### src/hdl/timer_defines.svh
// Summary of operation
// - The counter is 16 bits wide and widens to 32 bits, upper half in bits 31 to 16, when the wide mode is on.
// - With the wide mode on, the period register is 32 bits wide so the whole counter counts to a 32-bit period.
// - With the wide mode on, every channel data register is 32 bits wide for both capture and compare.
// - The counter ticks once every divider-plus-one timer clocks, so a divider of zero ticks on every clock.
// - A written divider takes effect only at the next overflow event.
// - The counter runs from zero up to the period value, and reaching it makes an overflow and a restart.
// - A period of zero stops the counter entirely.
// - Channel 1 as an input loads its data register with the counter on each channel 1 input event.
// - Channel 3 as an input loads its data register with the counter on each channel 3 input event.
// - Channel 1 as an output compares its data register continuously against the counter.
// - Channel 2 as an output compares its data register against the running counter.
// - Channel 3 as an output compares its data register against the running counter.
// - Each channel has a compare buffer enable; off applies a write at once, on holds it until the next overflow.
// - Each output channel drives its output pin from the compare result shaped by its output mode.
`ifndef TIMER_DEFINES_SVH
`define TIMER_DEFINES_SVH
`define ADDR_CONTROL 12'h000
`define ADDR_CHANNEL_CFG 12'h004
`define ADDR_STATUS 12'h008
`define ADDR_MASK 12'h00c
`define ADDR_COUNTER_VALUE 12'h010
`define ADDR_PRESCALE_DIVIDER 12'h014
`define ADDR_COUNT_PERIOD 12'h018
`define ADDR_CH1_DATA 12'h01c
`define ADDR_CH2_DATA 12'h020
`define ADDR_CH3_DATA 12'h024
`define CTRL_ENABLE_BIT 0
`define CTRL_WIDE_BIT 1
`define CHCFG_WIDTH 4
`define CHCFG_INPUT_BIT 0
`define CHCFG_BUF_BIT 1
`define CHCFG_MODE_LSB 2
`define STAT_OVF_BIT 0
`define STAT_CH_LSB 1
`define STAT_WIDTH 4
`define NUM_CHANNELS 3
`endif

### src/hdl/timer_pkg.sv
package timer_pkg;
  typedef enum logic [1:0] {
    OUT_FROZEN = 2'b00,
    OUT_SET_ON_MATCH = 2'b01,
    OUT_TOGGLE_ON_MATCH = 2'b10,
    OUT_PWM = 2'b11
  } out_mode_e;
endpackage : timer_pkg

### src/hdl/tick_if.sv
`timescale 1ns/1ps
`default_nettype none
interface tick_if;
  logic tick;
  logic overflow;
  modport source (output tick, input overflow);
  modport sink (input tick, output overflow);
endinterface : tick_if
`default_nettype wire

### src/hdl/timer_core.sv
// Chosen here: the placing of the registers and the APB register port.
`timescale 1ns/1ps
`default_nettype none
`include "timer_defines.svh"
module timer_core
  import timer_pkg::*;
#(
  parameter bit WIDE_CAPABLE = 1'b1
) (
  input wire logic ref_clk,
  input wire logic reset_n,
  input wire logic psel,
  input wire logic penable,
  input wire logic pwrite,
  input wire logic [11:0] paddr,
  input wire logic [31:0] pwdata,
  output logic [31:0] prdata,
  output logic pready,
  output logic pslverr,
  input wire logic [`NUM_CHANNELS-1:0] chanInPins,
  output logic [`NUM_CHANNELS-1:0] chanOutPins,
  output logic irq
);
  tick_if tk();
  logic enable_reg;
  logic wideReq_reg;
  logic [`CHCFG_WIDTH*`NUM_CHANNELS-1:0] chanCfg_reg;
  logic [`STAT_WIDTH-1:0] status_reg;
  logic [`STAT_WIDTH-1:0] mask_reg;
  logic [31:0] count_reg;
  logic [15:0] divider_reg;
  logic [31:0] period_reg;
  logic [`NUM_CHANNELS-1:0] sync1_reg;
  logic [`NUM_CHANNELS-1:0] sync2_reg;
  logic [`NUM_CHANNELS-1:0] sync3_reg;
  logic [`NUM_CHANNELS-1:0] capture;
  logic [`NUM_CHANNELS-1:0] hit;
  logic [`NUM_CHANNELS-1:0] hitPrev_reg;
  logic [`NUM_CHANNELS-1:0] chWrite;
  logic [`NUM_CHANNELS-1:0] chOut;
  logic [31:0] chData [`NUM_CHANNELS];
  logic [31:0] widthMask;
  logic wide;
  logic run;
  logic wrStrobe;
  logic rdStrobe;
  logic addrValid;
  logic [`STAT_WIDTH-1:0] events;

  function automatic logic isAddr(input logic [11:0] a, input logic [11:0] target);
    isAddr = (a == target);
  endfunction : isAddr

  assign wide = WIDE_CAPABLE && wideReq_reg;
  assign widthMask = wide ? 32'hffffffff : 32'h0000ffff;
  assign run = enable_reg && ((period_reg & widthMask) != 32'h00000000);
  assign tk.overflow = tk.tick && ((count_reg & widthMask) >= (period_reg & widthMask));
  assign wrStrobe = psel && penable && pwrite;
  assign rdStrobe = psel && !penable && !pwrite;
  assign addrValid = isAddr(paddr, `ADDR_CONTROL) || isAddr(paddr, `ADDR_CHANNEL_CFG) ||
    isAddr(paddr, `ADDR_STATUS) || isAddr(paddr, `ADDR_MASK) || isAddr(paddr, `ADDR_COUNTER_VALUE) ||
    isAddr(paddr, `ADDR_PRESCALE_DIVIDER) || isAddr(paddr, `ADDR_COUNT_PERIOD) ||
    isAddr(paddr, `ADDR_CH1_DATA) || isAddr(paddr, `ADDR_CH2_DATA) || isAddr(paddr, `ADDR_CH3_DATA);
  assign chWrite[0] = wrStrobe && isAddr(paddr, `ADDR_CH1_DATA);
  assign chWrite[1] = wrStrobe && isAddr(paddr, `ADDR_CH2_DATA);
  assign chWrite[2] = wrStrobe && isAddr(paddr, `ADDR_CH3_DATA);

  timer_prescaler u_prescaler (
    .ref_clk(ref_clk),
    .reset_n(reset_n),
    .run(run),
    .divider(divider_reg),
    .tk(tk)
  );

  // Pins pass three flops and a rising edge counts only once the last two agree on the high level.
  always_ff @(posedge ref_clk or negedge reset_n) begin
    if (!reset_n) begin
      sync1_reg <= 3'h0;
      sync2_reg <= 3'h0;
      sync3_reg <= 3'h0;
    end else begin
      sync1_reg <= chanInPins;
      sync2_reg <= sync1_reg;
      sync3_reg <= sync2_reg;
    end
  end

  logic [`NUM_CHANNELS-1:0] settled_reg;
  always_ff @(posedge ref_clk or negedge reset_n) begin
    if (!reset_n) begin
      settled_reg <= 3'h0;
    end else begin
      settled_reg <= (sync2_reg & sync3_reg) | (settled_reg & (sync2_reg | sync3_reg));
    end
  end
  assign capture = (sync2_reg & sync3_reg) & ~settled_reg;

  genvar ch;
  generate
    for (ch = 0; ch < `NUM_CHANNELS; ch++) begin : g_chan
      timer_channel u_channel (
        .ref_clk(ref_clk),
        .reset_n(reset_n),
        .cfg(chanCfg_reg[ch*`CHCFG_WIDTH +: `CHCFG_WIDTH]),
        .wide(wide),
        .count(count_reg),
        .update(tk.overflow),
        .capture(capture[ch]),
        .write(chWrite[ch]),
        .wdata(pwdata),
        .data(chData[ch]),
        .compareHit(hit[ch]),
        .chanOut(chOut[ch])
      );
    end
  endgenerate

  always_ff @(posedge ref_clk or negedge reset_n) begin
    if (!reset_n) begin
      count_reg <= 32'h00000000;
    end else if (wrStrobe && isAddr(paddr, `ADDR_COUNTER_VALUE)) begin
      count_reg <= pwdata & widthMask;
    end else if (tk.overflow) begin
      count_reg <= 32'h00000000;
    end else if (tk.tick) begin
      count_reg <= (count_reg + 32'h00000001) & widthMask;
    end
  end

  always_ff @(posedge ref_clk or negedge reset_n) begin
    if (!reset_n) begin
      enable_reg <= 1'b0;
      wideReq_reg <= 1'b0;
      chanCfg_reg <= 12'h000;
      mask_reg <= 4'h0;
      divider_reg <= 16'h0000;
      period_reg <= 32'h00000000;
    end else if (wrStrobe) begin
      if (isAddr(paddr, `ADDR_CONTROL)) begin
        enable_reg <= pwdata[`CTRL_ENABLE_BIT];
        wideReq_reg <= pwdata[`CTRL_WIDE_BIT];
      end
      if (isAddr(paddr, `ADDR_CHANNEL_CFG)) begin
        chanCfg_reg <= pwdata[`CHCFG_WIDTH*`NUM_CHANNELS-1:0];
      end
      if (isAddr(paddr, `ADDR_MASK)) begin
        mask_reg <= pwdata[`STAT_WIDTH-1:0];
      end
      if (isAddr(paddr, `ADDR_PRESCALE_DIVIDER)) begin
        divider_reg <= pwdata[15:0];
      end
      if (isAddr(paddr, `ADDR_COUNT_PERIOD)) begin
        period_reg <= WIDE_CAPABLE ? pwdata : {16'h0000, pwdata[15:0]};
      end
    end
  end

  // A match raises its flag once per arrival rather than for every cycle the counter sits on it.
  always_ff @(posedge ref_clk or negedge reset_n) begin
    if (!reset_n) begin
      hitPrev_reg <= 3'h0;
    end else begin
      hitPrev_reg <= hit;
    end
  end

  always_comb begin
    events = {hit & ~hitPrev_reg, 1'b0};
    events[`STAT_OVF_BIT] = tk.overflow;
  end

  // A new event in the same cycle as a write-one-to-clear keeps its flag set.
  always_ff @(posedge ref_clk or negedge reset_n) begin
    if (!reset_n) begin
      status_reg <= 4'h0;
    end else if (wrStrobe && isAddr(paddr, `ADDR_STATUS)) begin
      status_reg <= (status_reg & ~pwdata[`STAT_WIDTH-1:0]) | events;
    end else begin
      status_reg <= status_reg | events;
    end
  end

  always_ff @(posedge ref_clk or negedge reset_n) begin
    if (!reset_n) begin
      irq <= 1'b0;
      chanOutPins <= 3'h0;
    end else begin
      irq <= |(status_reg & mask_reg);
      chanOutPins <= chOut;
    end
  end

  // Read data is latched in the setup cycle, so the access phase completes at once with stable data.
  always_ff @(posedge ref_clk or negedge reset_n) begin
    if (!reset_n) begin
      prdata <= 32'h00000000;
    end else if (rdStrobe) begin
      case (paddr)
        `ADDR_CONTROL: prdata <= {30'h00000000, wideReq_reg, enable_reg};
        `ADDR_CHANNEL_CFG: prdata <= {20'h00000, chanCfg_reg};
        `ADDR_STATUS: prdata <= {28'h0000000, status_reg};
        `ADDR_MASK: prdata <= {28'h0000000, mask_reg};
        `ADDR_COUNTER_VALUE: prdata <= count_reg & widthMask;
        `ADDR_PRESCALE_DIVIDER: prdata <= {16'h0000, divider_reg};
        `ADDR_COUNT_PERIOD: prdata <= period_reg & widthMask;
        `ADDR_CH1_DATA: prdata <= chData[0];
        `ADDR_CH2_DATA: prdata <= chData[1];
        `ADDR_CH3_DATA: prdata <= chData[2];
        default: prdata <= 32'h00000000;
      endcase
    end
  end

  always_ff @(posedge ref_clk or negedge reset_n) begin
    if (!reset_n) begin
      pready <= 1'b0;
      pslverr <= 1'b0;
    end else begin
      pready <= psel && !penable;
      pslverr <= psel && !penable && !addrValid;
    end
  end
endmodule : timer_core
`default_nettype wire

### src/hdl/timer_prescaler.sv
`timescale 1ns/1ps
`default_nettype none
`include "timer_defines.svh"
module timer_prescaler
  import timer_pkg::*;
(
  input wire logic ref_clk,
  input wire logic reset_n,
  input wire logic run,
  input wire logic [15:0] divider,
  tick_if.source tk
);
  logic [15:0] workDiv_reg;
  logic [15:0] preCount_reg;

  // The working divider only reloads at overflow so a ratio change never splits a period.
  always_ff @(posedge ref_clk or negedge reset_n) begin
    if (!reset_n) begin
      workDiv_reg <= 16'h0000;
    end else if (tk.overflow) begin
      workDiv_reg <= divider;
    end
  end

  always_ff @(posedge ref_clk or negedge reset_n) begin
    if (!reset_n) begin
      preCount_reg <= 16'h0000;
    end else if (!run || tk.overflow || preCount_reg >= workDiv_reg) begin
      preCount_reg <= 16'h0000;
    end else begin
      preCount_reg <= preCount_reg + 16'h0001;
    end
  end

  assign tk.tick = run && (preCount_reg >= workDiv_reg);
endmodule : timer_prescaler
`default_nettype wire

### src/hdl/timer_channel.sv
`timescale 1ns/1ps
`default_nettype none
`include "timer_defines.svh"
module timer_channel
  import timer_pkg::*;
(
  input wire logic ref_clk,
  input wire logic reset_n,
  input wire logic [`CHCFG_WIDTH-1:0] cfg,
  input wire logic wide,
  input wire logic [31:0] count,
  input wire logic update,
  input wire logic capture,
  input wire logic write,
  input wire logic [31:0] wdata,
  output logic [31:0] data,
  output logic compareHit,
  output logic chanOut
);
  logic [31:0] shadow_reg;
  logic [31:0] active_reg;
  logic [31:0] mask;
  logic isInput;
  logic buffered;
  out_mode_e mode;
  logic hitPrev_reg;
  logic arrival;

  assign mask = wide ? 32'hffffffff : 32'h0000ffff;
  assign isInput = cfg[`CHCFG_INPUT_BIT];
  assign buffered = cfg[`CHCFG_BUF_BIT];
  assign mode = out_mode_e'(cfg[`CHCFG_MODE_LSB +: 2]);
  assign data = isInput ? active_reg : shadow_reg;
  assign compareHit = !isInput && ((count & mask) == (active_reg & mask));
  assign arrival = compareHit && !hitPrev_reg;

  always_ff @(posedge ref_clk or negedge reset_n) begin
    if (!reset_n) begin
      shadow_reg <= 32'h00000000;
    end else if (write) begin
      shadow_reg <= wdata & mask;
    end
  end

  // A slow prescaler leaves the counter on the match for several clocks, so in the set and toggle modes only the arrival shapes the pin.
  always_ff @(posedge ref_clk or negedge reset_n) begin
    if (!reset_n) begin
      hitPrev_reg <= 1'b0;
    end else begin
      hitPrev_reg <= compareHit;
    end
  end

  // Software writes win over a capture in the same cycle so a deliberate preset is not lost.
  always_ff @(posedge ref_clk or negedge reset_n) begin
    if (!reset_n) begin
      active_reg <= 32'h00000000;
    end else if (write && (isInput || !buffered)) begin
      active_reg <= wdata & mask;
    end else if (isInput && capture) begin
      active_reg <= count & mask;
    end else if (!isInput && buffered && update) begin
      active_reg <= shadow_reg;
    end
  end

  always_ff @(posedge ref_clk or negedge reset_n) begin
    if (!reset_n) begin
      chanOut <= 1'b0;
    end else if (isInput) begin
      chanOut <= 1'b0;
    end else begin
      case (mode)
        OUT_FROZEN: chanOut <= chanOut;
        OUT_SET_ON_MATCH: chanOut <= chanOut | arrival;
        OUT_TOGGLE_ON_MATCH: chanOut <= chanOut ^ arrival;
        OUT_PWM: chanOut <= (count & mask) < (active_reg & mask);
        default: chanOut <= 1'b0;
      endcase
    end
  end
endmodule : timer_channel
`default_nettype wire

### config.mk
export PLATFORM = sky130hd
export DESIGN_NAME = timer_core
export DESIGN_NICKNAME = d
export VERILOG_FILES = /design/src/hdl/timer_pkg.sv /design/src/hdl/tick_if.sv /design/src/hdl/timer_core.sv /design/src/hdl/timer_prescaler.sv /design/src/hdl/timer_channel.sv
export VERILOG_INCLUDE_DIRS = /design/src /design/src/hdl
export SDC_FILE = /design/constraint.sdc
export NUM_CORES = 1
export LEC_CHECK = 0
export BUFFER_PORTS_ARGS = -buffer_cell sky130_fd_sc_hd__buf_2
export CAP_MARGIN = 20
export CORE_ASPECT_RATIO = 0.9
export CORE_MARGIN = 5
export CORE_UTILIZATION = 60
export CTS_CLUSTER_DIAMETER = 50
export DETAILED_ROUTE_END_ITERATION = 16
export MAX_ROUTING_LAYER = met4
export PLACE_DENSITY_LB_ADDON = 0.08
export SETUP_SLACK_MARGIN = 0.5
export SYNTH_ARGS = -nofsm -noshare
export SYNTH_HDL_FRONTEND = slang
export SYNTH_SLANG_ARGS = --single-unit
### constraint.sdc
create_clock -name ref_clk -period 5.83 [get_ports ref_clk]
set_input_delay 0.583 -clock ref_clk [delete_from_list [all_inputs] [get_ports ref_clk]]
set_output_delay 0.583 -clock ref_clk [all_outputs]
set_load 0.02 [all_outputs]
==> impl_metrics.env <==
export IMPL_period_share_pct=84.90
export IMPL_drt_pass1_iterations=8
export IMPL_start_util_pct=60.36
export IMPL_met3_usage_pct=12.13
export IMPL_critPathArrivalTime_ns=5.42
export IMPL_place_gp_congestion=1.020
export IMPL_dp_hpwl_um=52790
export IMPL_fin_crit_ns=4.950
export IMPL_use_met1_pct=55.20
export IMPL_required_ns=6.30
export IMPL_root_buffer="clkbuf_16"
export IMPL_synth_async_reset_ratio_pct=100.0
export IMPL_setup_violations_final=0
export IMPL_p_leak_nw=12.30
export IMPL_clk_latency_ns=0.61
export IMPL_fmax_mhz=202.0
export IMPL_grt_pass1_wl_um=119600
export IMPL_final_area_um2=25380
export IMPL_crit_path_max_fanout=54
export IMPL_finalHoldViolations=11
export IMPL_cp_start_kind="register"
export IMPL_cts_tree="built"
export IMPL_placed_cells=3010
export IMPL_track_usage_pct=37.66
export IMPL_fp_row_count=68
export IMPL_peakVddDrop_mv=0.2269
export IMPL_grt_pass1_vias=19350
export IMPL_wirelength_um=78010
export IMPL_finalWorstSetupSlack_ns=0.8802
export IMPL_finalClockSkew_ns=0.02738
export IMPL_synth_seq_cells=382
export IMPL_cts_setup_buffers=0
export IMPL_crit_chain="nand2_1, inv_1, ha_1, a21oi_1, o21ai_0, a221oi_1, o31ai_4, o311ai_4, buf_4, nand3b_4, nand3_4, mux2_1"
export IMPL_die_h_um=195.8
export IMPL_fin_setup_tns_ns=0
export IMPL_die_area_um2=42370
export IMPL_wl_per_cell_um=25.21
export IMPL_grt_max_degree=117
export IMPL_syn_num_nets=2745
export IMPL_rrSetupSlack_ns=0.88
export IMPL_antenna_found_initial=1
export IMPL_critical_path_class="reg2reg"
export IMPL_post_route_drc_count=0
export IMPL_drt_iter0_drc=2444
export IMPL_cts_buffers=45
export IMPL_p_per_area_nw_per_um2=247.1
export IMPL_pre_cts_slack_ns=1.070
export IMPL_clock_sinks=382
export IMPL_via_count=20240
export IMPL_cts_resized=0
export IMPL_drv_cap=0
export IMPL_dpl_cell_area_um2=23810
export IMPL_crit_slowest_cell="dfrtp_4"
export IMPL_outcome="finished, violations left"
export IMPL_synth_edf_count=0
export IMPL_hp_class="in2async"
export IMPL_ctsHoldBuffers=0
export IMPL_synth_area_um2=23010
export IMPL_clkTransAtPathRegs_ns=0.06
export IMPL_grt_overflow_total=0
export IMPL_yosysWarnings=0
export IMPL_r2r_start="wide"
export IMPL_post_route_util_pct=66.59
export IMPL_nets=2766
export IMPL_postRouteAntennaNets=0
export IMPL_grtUsageMet2_pct=50.19
export IMPL_htreeDepth=2
export IMPL_portBuffers=89
export IMPL_pin_count=90
export IMPL_tightestPinTransition_ns=1.195
export IMPL_reg2reg_to="g_chan[2].u_channel.active_reg[16]"
export IMPL_finalPower_mw=6.273
export IMPL_final_max_slew_violation_count=0
export IMPL_synthCells=2549
export IMPL_avgViaCountPerCell=6.540
export IMPL_synthDistinctLibCells=78
export IMPL_fill_cells=3176
export IMPL_failed_checks="hold timing"
export IMPL_ff_latch_area_um2=9567
export IMPL_ys_seq_area_share_pct=41.55
export IMPL_r2r_cells=12
export IMPL_multiInputGateArea_um2=12370
export IMPL_cpPeakStageDelay_ns=0.81
export IMPL_die_width_um=216.4
export IMPL_final_cells=3094
export IMPL_synthFlopType="dfrtp_1"
export IMPL_clock_path_buffers=3
export IMPL_layout_drive_gt1_share_pct=12.56
export IMPL_whs_ns=-0.02266
export IMPL_core_um2=38120
export IMPL_grt_setup_unrepaired="false"
export IMPL_grt_busiest_layer="met1"
export IMPL_syn_to_final_growth_pct=10.32
export IMPL_slew_headroom_pct=20.13
export IMPL_syn_avg_cell_area_um2=9.026
export IMPL_critical_path_endpoint_type="register"
## worst max path at each step
stage,from,end,slack (ns),depth (start not counted)
after floorplan,wide,g_chan[2].u_channel.active_reg[17],1.84,16
after global placement,wide,g_chan[2].u_channel.active_reg[16],1.26,12
after detailed placement,wide,g_chan[2].u_channel.active_reg[16],1.07,12
after CTS,wide,g_chan[2].u_channel.active_reg[16],1.04,12
after global routing,wide,g_chan[2].u_channel.active_reg[16],0.71,12
final,wide,g_chan[2].u_channel.active_reg[16],0.88,12
## cells in the final DEF, fill, tap and decap left out, types with 81 or more instances in the layout
cell type	instances
inv_1	109
nor2_1	169
o21ai_0	170
o21ai_1	81
dfrtp_1	378
ha_1	144
mux2i_1	155
a21oi_1	115
nand2_1	467
buf_2	88
## layout make-up
class	instances	area share [%]
timing repair buffer	140	3.495
sequential	382	37.69
antenna	1	0.009859
inverter	109	1.612
multi-input combinational	1892	48.72
clock buffer	57	4.890
clock inverter	23	1.163
tap	490	2.415
## per-layer routing
metal / routed length, µm / part of all wire, % / vias up
met4: 2241 / 2.9 / 0
li1: - / - / 9064
met5: 0 / 0 / -
met2: 31270 / 40 / 1181
met3: 10610 / 14 / 181
met1: 33900 / 43 / 9809
## Yosys cell counts, drive strengths merged, types with 11 or more instances
cell type    n  share of area, %
o22ai       43               1.2
buf         53               1.2
clkbuf     113               1.8
a221oi      23              0.88
nand3       51               1.2
dfrtp      382                42
o21ai      251               5.5
a211oi      33               1.1
a22oi       12              0.39
nor4        18              0.65
nor2       172               2.9
mux2i      155               6.7
nand4       29              0.79
a21o        61               2.0
and3        20              0.54
mux2        96               4.9
o221ai      12              0.46
nand2b      14              0.38
xor2        14              0.53
ha         144               7.8
a31oi       16              0.44
nand2      470               7.7
nor2b       11              0.33
inv        109               1.8
nor3        20              0.52
a21oi      116               2.5
## cells by family after synthesis
family                     count (synthesis)  share of synthesized area (%)
buffers and inverters                    275                          4.856
AOI/OAI and AO/OA                        627                          16.84
adders and majority gates                147                          7.961
muxes                                    251                          11.67
xor gates and xnor gates                  22                         0.8375
and+or+nand+nor                          845                          16.29
DFF                                      382                          41.55
## worst max-delay path, delay by kind of cell, from the launching register on
kind / cells / cell delay, ns
mux: 1 / 0.58
buf+inv: 2 / 0.55
compound gates: 5 / 1.40
fa+ha+maj: 1 / 0.27
simple gates: 3 / 1.12
flops: 1 / 0.81
## power by group
| group | internal (mW) | switching, mW |
|---|---|---|
| clock network | 1.74 | 1.21 |
| logic | 0.173 | 0.354 |
| registers | 2.73 | 0.0684 |
(Power assumes the default switching activity.)
